===== src/page_walk_cfg.svh =====
// Summary of operation
// - small pages: linear bits 22..31 pick the directory entry, giving a table base
// - small pages: linear bits 12..21 pick the table entry, giving the page base
// - small pages: linear bits 0..11 pass through as the page offset
// - large page only when large_page_enable and the entry size bit are both set
// - large pages: bits 22..31 pick a directory entry giving the page base directly
// - large pages: linear bits 0..21 pass through as the page offset
// - with large_page_enable clear every directory entry points to a table
// - with large_page_enable set both entry kinds mix in one directory
// - large and small translations live in two separate lookaside buffers
// - every walk starts at the directory base register
// - directory base loads by explicit load or by task switch
// - directory base has no present bit; the directory is assumed resident
// - a clear present bit raises a page fault instead of translating
// - accessed bit 5 is set on first use and never cleared here
// - dirty bit 6 of a page entry is set on first write, never cleared
// - entry base fields give the top 20 physical bits, 4 KB aligned; large page entries give only the top 10, 4 MB aligned
`ifndef PAGE_WALK_CFG_SVH
`define PAGE_WALK_CFG_SVH
`define PW_DIR_IDX_HI   31
`define PW_DIR_IDX_LO   22
`define PW_TBL_IDX_HI   21
`define PW_TBL_IDX_LO   12
`define PW_SM_OFF_HI    11
`define PW_LG_OFF_HI    21
`define PW_BASE_LO      12
`define PW_LG_BASE_LO   22
`define PW_BIT_PRESENT  0
`define PW_BIT_ACCESSED 5
`define PW_BIT_DIRTY    6
`define PW_BIT_SIZE     7
`define PW_ENTRY_PAD    2'h0
`define PW_SM_IDX_W     4
`define PW_SM_TAG_W     16
`define PW_LG_IDX_W     2
`define PW_LG_TAG_W     8
`define PW_SM_DATA_W    20
`define PW_LG_DATA_W    10
`define PW_DIR_RESET    32'h0000_0000
`endif


===== src/page_walk_pkg.sv =====
package page_walk_pkg;
  // walk sequencer states
  typedef enum logic [2:0] {
    ST_IDLE,
    ST_LOOKUP,
    ST_DIR_RD,
    ST_DIR_WR,
    ST_TBL_RD,
    ST_TBL_WR
  } walk_state_e;
endpackage


===== src/tlb_bank.sv =====
`timescale 1ns/100ps
// direct-mapped translation buffer; one instance per page size
module tlb_bank #(
  parameter int IDX_W  = 4,
  parameter int TAG_W  = 16,
  parameter int DATA_W = 20
) (
  // clock and reset
  input  wire logic              i_mclk,
  input  wire logic              i_sys_rst,
  // lookup
  input  wire logic [IDX_W-1:0]  i_look_idx,
  input  wire logic [TAG_W-1:0]  i_look_tag,
  output logic                   o_hit,
  output logic [DATA_W-1:0]      o_data,
  output logic                   o_dirty,
  // fill and flush
  input  wire logic              i_fill,
  input  wire logic [IDX_W-1:0]  i_fill_idx,
  input  wire logic [TAG_W-1:0]  i_fill_tag,
  input  wire logic [DATA_W-1:0] i_fill_data,
  input  wire logic              i_fill_dirty,
  input  wire logic              i_flush
);
  localparam int DEPTH = 1 << IDX_W;

  logic [DEPTH-1:0]  valid_q;
  logic [TAG_W-1:0]  tag_q   [DEPTH];
  logic [DATA_W-1:0] data_q  [DEPTH];
  logic [DEPTH-1:0]  dirty_q;

  // valid bits; flush wins so a stale fill cannot survive a base change
  always_ff @(posedge i_mclk or posedge i_sys_rst)
  begin
    if (i_sys_rst)
      valid_q <= '0;
    else if (i_flush)
      valid_q <= '0;
    else if (i_fill)
      valid_q[i_fill_idx] <= 1'b1;
  end

  // payload needs no reset, valid guards it
  always_ff @(posedge i_mclk)
  begin
    if (i_fill)
    begin
      tag_q[i_fill_idx]   <= i_fill_tag;
      data_q[i_fill_idx]  <= i_fill_data;
      dirty_q[i_fill_idx] <= i_fill_dirty;
    end
  end

  // combinational lookup
  assign o_hit   = valid_q[i_look_idx] && (tag_q[i_look_idx] == i_look_tag);
  assign o_data  = data_q[i_look_idx];
  assign o_dirty = dirty_q[i_look_idx];
endmodule


===== src/page_walker.sv =====
`timescale 1ns/100ps
`include "page_walk_cfg.svh"
// two-level linear to physical translation with split lookaside buffers
module page_walker (
  // clock and reset
  input  wire logic        i_mclk,
  input  wire logic        i_sys_rst,
  // control from the core
  input  wire logic        i_large_page_enable,
  input  wire logic        i_dir_base_load,
  input  wire logic [31:0] i_dir_base_value,
  input  wire logic        i_task_switch_load,
  input  wire logic [31:0] i_task_dir_base,
  input  wire logic        i_tlb_flush,
  output logic [31:0]      o_dir_base,
  // translation request
  input  wire logic        i_req_valid,
  input  wire logic [31:0] i_req_lin_addr,
  input  wire logic        i_req_write,
  output logic             o_req_ready,
  // translation answer
  output logic             o_resp_valid,
  output logic [31:0]      o_resp_phys_addr,
  output logic             o_resp_large,
  output logic             o_page_fault_exception,
  // table memory
  output logic             o_mem_rd,
  output logic             o_mem_wr,
  output logic [31:0]      o_mem_addr,
  output logic [31:0]      o_mem_wdata,
  input  wire logic        i_mem_ack,
  input  wire logic [31:0] i_mem_rdata
);
  // ==========================================================
  // state
  // ==========================================================
  page_walk_pkg::walk_state_e state_q, state_d;
  logic [31:0] dir_base_q;
  logic [31:0] lin_q;
  logic        write_q;
  logic [31:0] pde_q;
  logic [31:0] pte_q;
  logic        sm_hit, lg_hit, sm_dirty, lg_dirty;
  logic [`PW_SM_DATA_W-1:0] sm_data;
  logic [`PW_LG_DATA_W-1:0] lg_data;
  logic        sm_fill, lg_fill, flush;
  logic        pde_large, pde_need_wr, pte_need_wr;
  logic [31:0] pde_upd, pte_upd;
  logic        req_take;

  assign req_take = (state_q == page_walk_pkg::ST_IDLE) && i_req_valid;
  // a new directory invalidates every cached translation
  assign flush    = i_tlb_flush || i_dir_base_load || i_task_switch_load;

  // ==========================================================
  // directory base register
  // ==========================================================
  // explicit load wins over a task switch in the same cycle; no present bit kept
  always_ff @(posedge i_mclk or posedge i_sys_rst)
  begin
    if (i_sys_rst)
      dir_base_q <= `PW_DIR_RESET;
    else if (i_dir_base_load)
      dir_base_q <= i_dir_base_value;
    else if (i_task_switch_load)
      dir_base_q <= i_task_dir_base;
  end

  // ==========================================================
  // lookaside buffers
  // ==========================================================
  // separate banks keep kernel large pages from evicting small entries
  tlb_bank #(
    .IDX_W  (`PW_SM_IDX_W),
    .TAG_W  (`PW_SM_TAG_W),
    .DATA_W (`PW_SM_DATA_W)
  ) u_small_tlb (
    .i_mclk       (i_mclk),
    .i_sys_rst    (i_sys_rst),
    .i_look_idx   (lin_q[`PW_BASE_LO +: `PW_SM_IDX_W]),
    .i_look_tag   (lin_q[31 -: `PW_SM_TAG_W]),
    .o_hit        (sm_hit),
    .o_data       (sm_data),
    .o_dirty      (sm_dirty),
    .i_fill       (sm_fill),
    .i_fill_idx   (lin_q[`PW_BASE_LO +: `PW_SM_IDX_W]),
    .i_fill_tag   (lin_q[31 -: `PW_SM_TAG_W]),
    .i_fill_data  (pte_upd[31:`PW_BASE_LO]),
    .i_fill_dirty (pte_upd[`PW_BIT_DIRTY]),
    .i_flush      (flush)
  );

  tlb_bank #(
    .IDX_W  (`PW_LG_IDX_W),
    .TAG_W  (`PW_LG_TAG_W),
    .DATA_W (`PW_LG_DATA_W)
  ) u_large_tlb (
    .i_mclk       (i_mclk),
    .i_sys_rst    (i_sys_rst),
    .i_look_idx   (lin_q[`PW_LG_BASE_LO +: `PW_LG_IDX_W]),
    .i_look_tag   (lin_q[31 -: `PW_LG_TAG_W]),
    .o_hit        (lg_hit),
    .o_data       (lg_data),
    .o_dirty      (lg_dirty),
    .i_fill       (lg_fill),
    .i_fill_idx   (lin_q[`PW_LG_BASE_LO +: `PW_LG_IDX_W]),
    .i_fill_tag   (lin_q[31 -: `PW_LG_TAG_W]),
    .i_fill_data  (pde_upd[31:`PW_LG_BASE_LO]),
    .i_fill_dirty (pde_upd[`PW_BIT_DIRTY]),
    .i_flush      (flush)
  );

  // ==========================================================
  // entry decode
  // ==========================================================
  // size bit counts only with large pages enabled; otherwise every entry is a table
  assign pde_large = i_large_page_enable && i_mem_rdata[`PW_BIT_SIZE];

  // accessed always; directory dirty only on a write through a large page entry, table dirty on any write
  always_comb
  begin
    pde_upd = i_mem_rdata;
    pde_upd[`PW_BIT_ACCESSED] = 1'b1;
    if (pde_large && write_q)
      pde_upd[`PW_BIT_DIRTY] = 1'b1;
    pte_upd = i_mem_rdata;
    pte_upd[`PW_BIT_ACCESSED] = 1'b1;
    if (write_q)
      pte_upd[`PW_BIT_DIRTY] = 1'b1;
  end

  // write back only when a sticky bit actually changes
  assign pde_need_wr = (pde_upd != i_mem_rdata);
  assign pte_need_wr = (pte_upd != i_mem_rdata);

  // fills happen when the walked entry is read and present
  assign lg_fill = (state_q == page_walk_pkg::ST_DIR_RD) && i_mem_ack
                   && i_mem_rdata[`PW_BIT_PRESENT] && pde_large;
  assign sm_fill = (state_q == page_walk_pkg::ST_TBL_RD) && i_mem_ack
                   && i_mem_rdata[`PW_BIT_PRESENT];

  // ==========================================================
  // walk sequencer
  // ==========================================================
  always_comb
  begin
    state_d = state_q;
    case (state_q)
      page_walk_pkg::ST_IDLE:
        if (i_req_valid)
          state_d = page_walk_pkg::ST_LOOKUP;
      page_walk_pkg::ST_LOOKUP:
        // a clean cached page still walks on a write so dirty gets set
        if ((lg_hit && (!write_q || lg_dirty)) || (sm_hit && (!write_q || sm_dirty)))
          state_d = page_walk_pkg::ST_IDLE;
        else
          state_d = page_walk_pkg::ST_DIR_RD;
      page_walk_pkg::ST_DIR_RD:
        if (i_mem_ack)
        begin
          if (!i_mem_rdata[`PW_BIT_PRESENT])
            state_d = page_walk_pkg::ST_IDLE;
          else if (pde_need_wr)
            state_d = page_walk_pkg::ST_DIR_WR;
          else if (pde_large)
            state_d = page_walk_pkg::ST_IDLE;
          else
            state_d = page_walk_pkg::ST_TBL_RD;
        end
      page_walk_pkg::ST_DIR_WR:
        if (i_mem_ack)
          state_d = pde_q[`PW_BIT_SIZE] && i_large_page_enable ?
                    page_walk_pkg::ST_IDLE : page_walk_pkg::ST_TBL_RD;
      page_walk_pkg::ST_TBL_RD:
        if (i_mem_ack)
        begin
          if (i_mem_rdata[`PW_BIT_PRESENT] && pte_need_wr)
            state_d = page_walk_pkg::ST_TBL_WR;
          else
            state_d = page_walk_pkg::ST_IDLE;
        end
      page_walk_pkg::ST_TBL_WR:
        if (i_mem_ack)
          state_d = page_walk_pkg::ST_IDLE;
      default:
        state_d = page_walk_pkg::ST_IDLE;
    endcase
  end

  always_ff @(posedge i_mclk or posedge i_sys_rst)
  begin
    if (i_sys_rst)
      state_q <= page_walk_pkg::ST_IDLE;
    else
      state_q <= state_d;
  end

  // request capture
  always_ff @(posedge i_mclk or posedge i_sys_rst)
  begin
    if (i_sys_rst)
    begin
      lin_q   <= 32'h0000_0000;
      write_q <= 1'b0;
    end
    else if (req_take)
    begin
      lin_q   <= i_req_lin_addr;
      write_q <= i_req_write;
    end
  end

  // entry holding registers keep the updated image for the write back
  always_ff @(posedge i_mclk or posedge i_sys_rst)
  begin
    if (i_sys_rst)
    begin
      pde_q <= 32'h0000_0000;
      pte_q <= 32'h0000_0000;
    end
    else if (i_mem_ack && state_q == page_walk_pkg::ST_DIR_RD)
      pde_q <= pde_upd;
    else if (i_mem_ack && state_q == page_walk_pkg::ST_TBL_RD)
      pte_q <= pte_upd;
  end

  // ==========================================================
  // memory port
  // ==========================================================
  // strobes held until ack; table address taken from the directory read data in the ack cycle, else from pde_q
  always_ff @(posedge i_mclk or posedge i_sys_rst)
  begin
    if (i_sys_rst)
    begin
      o_mem_rd    <= 1'b0;
      o_mem_wr    <= 1'b0;
      o_mem_addr  <= 32'h0000_0000;
      o_mem_wdata <= 32'h0000_0000;
    end
    else
    begin
      o_mem_rd <= 1'b0;
      o_mem_wr <= 1'b0;
      case (state_d)
        page_walk_pkg::ST_DIR_RD:
        begin
          o_mem_rd   <= 1'b1;
          // base register assumed to name a resident directory
          o_mem_addr <= {dir_base_q[31:`PW_BASE_LO], lin_q[`PW_DIR_IDX_HI:`PW_DIR_IDX_LO],
                         `PW_ENTRY_PAD};
        end
        page_walk_pkg::ST_DIR_WR:
        begin
          o_mem_wr    <= 1'b1;
          o_mem_wdata <= (state_q == page_walk_pkg::ST_DIR_RD) ? pde_upd : pde_q;
        end
        page_walk_pkg::ST_TBL_RD:
        begin
          o_mem_rd   <= 1'b1;
          o_mem_addr <= {(state_q == page_walk_pkg::ST_DIR_RD) ? pde_upd[31:`PW_BASE_LO]
                                                               : pde_q[31:`PW_BASE_LO],
                         lin_q[`PW_TBL_IDX_HI:`PW_TBL_IDX_LO], `PW_ENTRY_PAD};
        end
        page_walk_pkg::ST_TBL_WR:
        begin
          o_mem_wr    <= 1'b1;
          // hold the captured image while waiting, the read data line is not kept
          o_mem_wdata <= (state_q == page_walk_pkg::ST_TBL_RD) ? pte_upd : pte_q;
        end
        default:
        begin
          o_mem_rd <= 1'b0;
        end
      endcase
    end
  end

  // ==========================================================
  // answer to the core
  // ==========================================================
  // one-cycle answer whenever the sequencer returns to idle from a busy state
  always_ff @(posedge i_mclk or posedge i_sys_rst)
  begin
    if (i_sys_rst)
    begin
      o_resp_valid           <= 1'b0;
      o_resp_phys_addr       <= 32'h0000_0000;
      o_resp_large           <= 1'b0;
      o_page_fault_exception <= 1'b0;
    end
    else
    begin
      o_resp_valid           <= (state_q != page_walk_pkg::ST_IDLE)
                                && (state_d == page_walk_pkg::ST_IDLE);
      o_page_fault_exception <= 1'b0;
      o_resp_large           <= 1'b0;
      case (state_q)
        page_walk_pkg::ST_LOOKUP:
          if (lg_hit && (!write_q || lg_dirty))
          begin
            o_resp_phys_addr <= {lg_data, lin_q[`PW_LG_OFF_HI:0]};
            o_resp_large     <= 1'b1;
          end
          else
            o_resp_phys_addr <= {sm_data, lin_q[`PW_SM_OFF_HI:0]};
        page_walk_pkg::ST_DIR_RD:
        begin
          o_page_fault_exception <= i_mem_ack && !i_mem_rdata[`PW_BIT_PRESENT];
          o_resp_large           <= pde_large;
          o_resp_phys_addr       <= {i_mem_rdata[31:`PW_LG_BASE_LO], lin_q[`PW_LG_OFF_HI:0]};
        end
        page_walk_pkg::ST_DIR_WR:
        begin
          o_resp_large     <= 1'b1;
          o_resp_phys_addr <= {pde_q[31:`PW_LG_BASE_LO], lin_q[`PW_LG_OFF_HI:0]};
        end
        page_walk_pkg::ST_TBL_RD:
        begin
          o_page_fault_exception <= i_mem_ack && !i_mem_rdata[`PW_BIT_PRESENT];
          o_resp_phys_addr       <= {i_mem_rdata[31:`PW_BASE_LO], lin_q[`PW_SM_OFF_HI:0]};
        end
        page_walk_pkg::ST_TBL_WR:
          o_resp_phys_addr <= {pte_q[31:`PW_BASE_LO], lin_q[`PW_SM_OFF_HI:0]};
        default:
          o_resp_phys_addr <= o_resp_phys_addr;
      endcase
    end
  end

  // ready registered from the next state so it is a flop output
  always_ff @(posedge i_mclk or posedge i_sys_rst)
  begin
    if (i_sys_rst)
      o_req_ready <= 1'b0;
    else
      o_req_ready <= (state_d == page_walk_pkg::ST_IDLE);
  end

  // mirror of the directory base for status
  always_ff @(posedge i_mclk or posedge i_sys_rst)
  begin
    if (i_sys_rst)
      o_dir_base <= `PW_DIR_RESET;
    else
      o_dir_base <= dir_base_q;
  end
endmodule


===== config.mk =====
export PLATFORM = sky130hd
export DESIGN_NAME = page_walker
export DESIGN_NICKNAME = d
export VERILOG_FILES = /design/src/page_walk_pkg.sv /design/src/tlb_bank.sv /design/src/page_walker.sv
export VERILOG_INCLUDE_DIRS = /design/src
export SDC_FILE = /design/constraint.sdc
export NUM_CORES = 1
export LEC_CHECK = 0
export BUFFER_PORTS_ARGS = -buffer_cell sky130_fd_sc_hd__buf_2
export CORE_UTILIZATION = 43
export DETAILED_ROUTE_END_ITERATION = 8
export PLACE_DENSITY = 0.66
export SYNTH_ARGS = -nofsm -noshare
export SYNTH_HDL_FRONTEND = slang
export SYNTH_SLANG_ARGS = --single-unit

===== constraint.sdc =====
create_clock -name i_mclk -period 24 [get_ports i_mclk]
set_input_delay 2.4 -clock i_mclk [delete_from_list [all_inputs] [get_ports i_mclk]]
set_output_delay 2.4 -clock i_mclk [all_outputs]
set_load 0.03 [all_outputs]

==> results of run 1 <==
[path summary, 6_finish.rpt]
check                              startpoint                        to  cells after the start
max in group asynchronous           i_sys_rst      o_resp_phys_addr[16]                      3
worst min-delay path            dir_base_q[1]             o_dir_base[1]                      0
worst max register to register      lin_q[13]             o_mem_addr[5]                     11
min in group asynchronous           i_sys_rst            o_dir_base[29]                      2
worst max-delay path                i_mem_ack  u_small_tlb.data_q[2][2]                      7
worst min register to register  dir_base_q[1]             o_dir_base[1]                      0
[layer usage]
metal / wire length (microns) / part of all wire (%) / global-route usage (%) / up-vias
met5: 71 / 0.074 / 0 / -
met4: 2090 / 2.2 / 5.25 / 10
met3: 5650 / 5.9 / 3.78 / 138
met2: 48700 / 51 / 35.4 / 741
met1: 39500 / 41 / 28.9 / 11300
li1: - / - / - / 9100
[layout by cell type, fill, tap and decap left out, types with 7 or more instances in the layout]
cell,instances
o22ai_1,22
nor2_1,105
mux4_2,169
a31oi_1,7
and2_1,9
a22oi_1,10
clkbuf_8,8
a221oi_1,27
o21ba_2,8
a221o_1,14
edfxtp_1,668
clkbuf_1,19
dfrtp_1,277
nor2b_1,19
mux2i_1,170
nand2_1,85
xnor2_1,20
nor3_1,8
buf_2,268
inv_1,21
nor2_4,15
mux2_2,120
o21ai_0,53
nand3_1,13
buf_4,51
clkbuf_16,100
a21oi_1,82
clkinv_1,19
clkinv_2,15
[cells in the mapped netlist (14+ instances only)]
| library cell | number |
|---|---|
| o22ai_1 | 22 |
| a221o_1 | 14 |
| inv_1 | 22 |
| mux4_2 | 169 |
| clkbuf_1 | 77 |
| nor2b_1 | 19 |
| buf_2 | 24 |
| xnor2_1 | 20 |
| mux2i_1 | 170 |
| edfxtp_1 | 668 |
| a21oi_1 | 82 |
| o21ai_0 | 53 |
| a221oi_1 | 27 |
| mux2_2 | 120 |
| buf_1 | 16 |
| dfrtp_1 | 284 |
| nor2_1 | 121 |
| nand2_1 | 85 |
[stage by stage]
stage / utilization, % / worst slack (ns)
after floorplan: - / 13.76
after global placement: 46.4 / 18.27
after detailed placement: 46.4 / 18.15
after CTS: 50.0 / 18.85
after global routing: 50.0 / 18.65
final: 50.0 / 18.86
[kinds of logic (layout without fill, tap and decap cells)]
kind of cell	Yosys count	after routing
other	1	4
buffers and inverters	160	519
AOI/OAI and AO/OA	276	276
xor gates and xnor gates	25	25
muxes	462	462
and+or+nand+nor	293	293
DFF	952	952
adders and majority gates	2	2
[cell type report]
cell class | instances | area, sq um
Fill cell | 7163 | 44100
Sequential cell | 952 | 27200
Multi-Input combinational cell | 1060 | 10500
Clock buffer | 127 | 2680
Timing Repair Buffer | 319 | 1720
Tap cell | 1165 | 1460
Clock inverter | 48 | 439
Inverter | 25 | 101
Antenna cell | 2 | 5.00
[worst max-delay path, delay by kind of cell]
family,cells,cell delay (ns)
buf+inv,4,1.32
simple gates,3,1.67
[where the power goes]
group	total, W	leakage (nW)	switching [W]	internal (W)
registers	0.00226	9.44	0.000230	0.00203
logic	0.00183	5.00	0.00109	0.000744
clock network	0.00148	1.52	0.000626	0.000852
total	0.00557	16.0	0.00194	0.00362
==> run metrics, run 1 <==
drt drc=0; Yosys cell types=72; die width=300 microns; f_max=between 150 and 200 MHz; antenna-violating nets left=0; Mapped Cells=between 2k and 2.5k; initial antenna violation count=8; period utilization=about a fifth; final setup fails=0; Pleak=~16 nW; Synth Area in Compound Gates=under 10%; Simple-Gate Fraction of Synth Area=approximately 3.5%; top cells by area, synth=edfxtp_1 52%, dfrtp_1 19%, mux4_2 10%, mux2i_1 4.4%, mux2_2 3.5%; Slew HR=around 10%; largest net degree at the start of global routing=approximately 150; I/O Pins=271; Max clock buf depth=3; max reg flops=320; post-synthesis sequential area ratio=around 70%; mux cell area share after synthesis=18.0%; biggest regs=u_small_tlb.data_q x320, u_small_tlb.tag_q x256, u_large_tlb.data_q x40; Crit Path Max Fanout=38; startpoint types=primary input; Starting Density=between 40% and 50%; RSZ-0062 raised after global routing=false; Total GRT Usage=around a fifth; Hold Fails Final Rpt=0; Via density=5.75; top cell type's share of synthesized area=between 50% and 60%; Synthesis Warnings=0; CTS tree=yes; Post-synth ARST share=29.8%; drt total wl=slightly below 100000 microns; share of post-route cells with drive strength above 1=31.7%; Setup CP Type=in2reg; DRT Pass-1 Iters=8; starting DRC count in detailed routing=2280; hold_ws=around 0.38 ns; H-tree levels=3; Post-Layout Cell Count=about 3.7k; vias in the first global route=around 22k; Clock Latency Late Sink=approximately 0.65 ns; IO Port Bufs=between 200 and 300; Post-synth EDFFs=approximately 670; CTS sink cnt=between 900 and 1k; CP max stage cell=nor3_2; VDD IR max=about 110 uV; area grow syn2layout=15.3%; DR WL/cell=26.0 microns; cell area after layout=between 40000 and 50000 sq um; Seq cells post-synth=between 900 and 1k; top_reg_cell synth=edfxtp_1; Critical Path AT=about 5.4 ns; Reg with most FFs=u_small_tlb.data_q; Final min period=approximately 5.1 ns; outcome=finished, final reports clean; reg2reg setup slack=between 15 and 20 ns; core area=88200 sq um; largest family of logic cells by synthesized area=multiplexers; mapped cell area=about 38000 sq um; max-cap viol count=0; die area=~90000 sq um; postcts setup bufs=0; Synth area leader=edfxtp_1; HPWL after DPL=about 60000 microns; clk_skew=roughly 0.020 ns; Slew Limit Fails=0; Avg Cell Area, Syn=roughly 18 sq um; Post-Synth XOR/XNOR Area=less than 1%; TritonCTS buffer count=96; CTS Hold Bufs=0; Hold Path Class=reg2reg; Setup TNS Final=0 ns; Tightest Pin Transition=1.34 ns; Synth Area in Adders=less than 1%; P per Cell Area=around 130 nW/um^2; Worst EP required=roughly 24 ns; via count=21.3k; num rows=approximately 110; Worst path max stage delay=~1.1 ns; CTS root buf=clkbuf_16; first-pass GRT wire length=~140000 microns; Nets=approximately 2.6k; placed insts=roughly 3.5k; GR Overflow Total=0; Pwr Total=0.00557 W; routability cong.=approximately 0.9; Worst-path clk slew=0.06 ns; Die H=300 microns; Crit. End Element=flip-flop; crit-path cells=buf_2, inv_1, nor2_4, buf_4, nand3_1, nor3_2, buf_4; # resized after CTS=0; Top cell by count, worst path=buf_4; area of placed instances=around 40000 sq um
No activity file was read; power rests on OpenSTA's default activity.
==> run 2: changes to the inputs <==
ABC_AREA = 1   (was unset)
clock period = 4.86 ns   (was 24 ns; I/O delays follow)
==> run 2 against run 1 <==
Hold slack got worse by 0.35 ns. First-iteration DRC count increased by 38%. Register-to-register slack got worse by 18 ns. Clock skew increased by 0.012 ns. Worst setup slack got worse by 18 ns. Clock power increased to 4.9 times the previous value. Largest power group unchanged. Largest cell class unchanged. Cell area increased by 0.60%. Critical endpoint is now o_mem_wdata[28]. Final cell count increased by 32%. Wire length increased by 15%. Synthesized area increased by 0.12%.
==> run metrics, run 2 <==
Crit. End Element=flip-flop; max-cap viol count=0 (unchanged); largest net degree at the start of global routing=151 (+4.1%); top cell type's share of synthesized area=52.4% (-0.063 points); Total GRT Usage=24.2% (+3.0 points); clk_skew=0.0322 ns (+0.0118 ns); most frequent cell after synthesis=nand2_1; Post-synth ARST share=29.8% (unchanged); RSZ-0062 raised after global routing=false; Worst EP required=5.48 ns (-18.82 ns); P per Cell Area=610 nW/um^2 (+380%); top cells by area, synth=edfxtp_1 52%, dfrtp_1 19%, nand2_1 11%, a22oi_1 3.8%, nand3_1 2.0%; Final min period=4.26 ns; CTS sink cnt=952 (unchanged); f_max=235 MHz; drt drc=0 (unchanged); mapped cell area=38300 sq um (+0.12%); vias in the first global route=25.8k (+19%); IO Port Bufs=268 (unchanged); Pleak=17.7 nW (+11%); commonest non-fill, non-tap cells in the layout=1123 x nand2_1, 668 x edfxtp_1, 283 x dfrtp_1; Clock Latency Late Sink=0.68 ns (+0.03 ns); I/O Pins=271 (unchanged); outcome=finished, final reports clean; top cells by count, synth=1124 x nand2_1, 668 x edfxtp_1, 284 x dfrtp_1, 195 x a22oi_1, 155 x nand3_1; final setup fails=0 (unchanged); Synthesis Warnings=0 (unchanged); startpoint types=flip-flop; die width=300 microns (about the same); Max clock buf depth=3 (unchanged); starting DRC count in detailed routing=3152 (+38%); most common cell after layout, fill and taps aside=nand2_1; Reg power frac=39.5% (-1.1 points); Slew HR=15.4% (+5.2 points); top_reg_cell synth=edfxtp_1; Hold Fails Final Rpt=0 (unchanged); Hold Path Class=in2reg; num rows=109 (unchanged); period utilization=87.6%; Avg Cell Area, Syn=11.5 sq um (-35%); Worst-path clk slew=0.06 ns (about the same); TritonCTS buffer count=97 (+1.0%); antenna-violating nets left=0 (unchanged); clock share of power=26.9% (+0.4 points); Seq cells post-synth=952 (unchanged); VDD IR max=356 uV (+210%); H-tree levels=3 (unchanged); initial antenna violation count=4 (-4); max reg flops=320 (unchanged); via count=27.2k (+28%); Post-synth EDFFs=668 (unchanged); Via density=5.57 (-3.1%); post-synthesis sequential area ratio=70.9% (-0.086 points); Slew Limit Fails=0 (unchanged); Core Util, Final=50.3% (+0.30 points); routability cong.=0.869 (-3.3%); first-pass GRT wire length=164000 microns (+16%); Antenna diodes=0 (-2); CTS root buf=clkbuf_16; Setup TNS Final=0 ns (unchanged); biggest regs=u_small_tlb.data_q x320, u_small_tlb.tag_q x256, u_large_tlb.data_q x40; Synth area leader=edfxtp_1; die area=90300 sq um (+0.12%); Comb power frac=33.5% (+0.6 points); Starting Density=43.4% (+0.052 points); # resized after CTS=0 (unchanged); CTS tree=yes; Nets=3761 (+45%); Reg with most FFs=u_small_tlb.data_q; GR Overflow Total=0 (unchanged); DRT Pass-1 Iters=6 (-2); DR WL/cell=22.7 microns (-13%); share of post-route cells with drive strength above 1=15.6% (-16 points); Die H=300 microns (about the same); Crit Path Max Fanout=52 (+37%); Mapped Cells=3344 (+54%); Setup CP Type=reg2reg; area grow syn2layout=15.8%; number of fill cells in the layout=7678 (+7.2%); reg2reg setup slack=0.60 ns (-18.36 ns); HPWL after DPL=68100 microns (+13%); P_sw=0.0106 W (+440%); cell internal pwr=0.0165 W (+350%); Critical Path AT=4.88 ns (-0.55 ns); Yosys cell types=46 (-36%); switching share of power=39.1% (+4.2 points); Pwr Total=0.0270 W (+390%); core area=88200 sq um (unchanged); Tightest Pin Transition=1.26 ns (-0.0760 ns); drt total wl=110000 microns (+15%)
## run 2: cell count changes in the layout (fill, tap and decap cells not counted), sizes merged, moves of 32 or more
| cell | delta |
|---|---|
| nand4 | +50 |
| inv | +92 |
| a22oi | +185 |
| nand2 | +1044 |
| mux2i | -170 |
| mux2 | -108 |
| mux4 | -169 |
| o21ai | +93 |
| nand3 | +143 |
| buf | +32 |
| a21oi | +50 |
| nor2 | +36 |
## run 2: repair_timing
action                    4_1_cts  5_1_grt
setup buffers                   0        0
hold endpoints to repair       17        0
hold buffers                    8        0
## run 2: final cells by class
cell class	instances	area, sq um	area share [%]
Inverter	122	465	1.05
Clock inverter	50	437	0.984
Multi-Input combinational cell	2090	9990	22.5
Sequential cell	952	27200	61.2
Clock buffer	133	2650	5.98
Timing Repair Buffer	359	2190	4.95
Tap cell	1165	1460	3.29
## run 2: path summary, 6_finish.rpt
| check | startpoint | to | cells past startpoint |
|---|---|---|---|
| max | lin_q[12] | o_mem_wdata[28] | 22 |
| min | i_dir_base_value[22] | dir_base_q[22] | 3 |
| max reg2reg | lin_q[12] | o_mem_wdata[28] | 22 |
| min reg2reg | dir_base_q[3] | o_dir_base[3] | 0 |
| max in group asynchronous | i_sys_rst | lin_q[12] | 4 |
| min in group asynchronous | i_sys_rst | o_dir_base[5] | 3 |
## run 2: stage by stage
step	cells	instance area [sq um]	hold WS [ns]	setup WS, ns
finish	4871	44400	0.0268	0.602
global route	4871	44400	0.0143	0.249
global placement	4680	41200	0.356	0.795
CTS	4871	44400	0.000721	0.691
detailed placement	4680	41200	0.361	0.696
floorplan	3345	38300	0.354	0.611
## run 2: power by group through the flow
stage	clock network (W)	registers [W]	logic, W
5_1_grt	0.00767	0.0108	0.00988
3_5_place_dp	0	0.0108	0.00898
6_report	0.00729	0.0107	0.00907
4_1_cts	0.00737	0.0107	0.00902
3_3_place_gp	0	0.0108	0.00887
2_1_floorplan	0	0.0114	0.00521
## run 2: cells by family (layout without fill, tap and decap cells)
kind of cell    after synthesis  in the layout  synth area share, %
xor+xnor                      3              3               0.0686
simple gates               1533           1533                 16.3
mux                          15             15                0.441
flops                       952            952                 70.9
buf+inv                     303            664                 3.39
compound gates              535            535                 8.77
other cells                   1              2              0.00979
fa+ha+maj                     2              2               0.0653
## run 2: layer usage
layer  share of wire (%)  track usage (%)
met1                  42             34.5
met2                  47             37.8
met3                 8.9             4.55
met4                 2.7             7.23
met5               0.018                0
## run 2: worst max-delay path, stage by stage (launching register included)
cell and delay (ns):
dfrtp_2 0.53, inv_2 0.54, buf_12 0.35, nand2_1 0.08, nand2_1 0.07, nand2_1 0.06
nand3_1 0.10, nand2_1 0.06, nand2_1 0.10, nor2_1 0.04, nand2_1 0.13, nand2_1 0.09
nor2_1 0.13, nand2_1 0.06, nor2_1 0.09, nand3_1 0.19, nand2_1 0.18, nand2_4 0.16
nand2_8 0.27, nor2_4 0.09, nor2_4 0.59, nand2_1 0.13, nand2_1 0.10
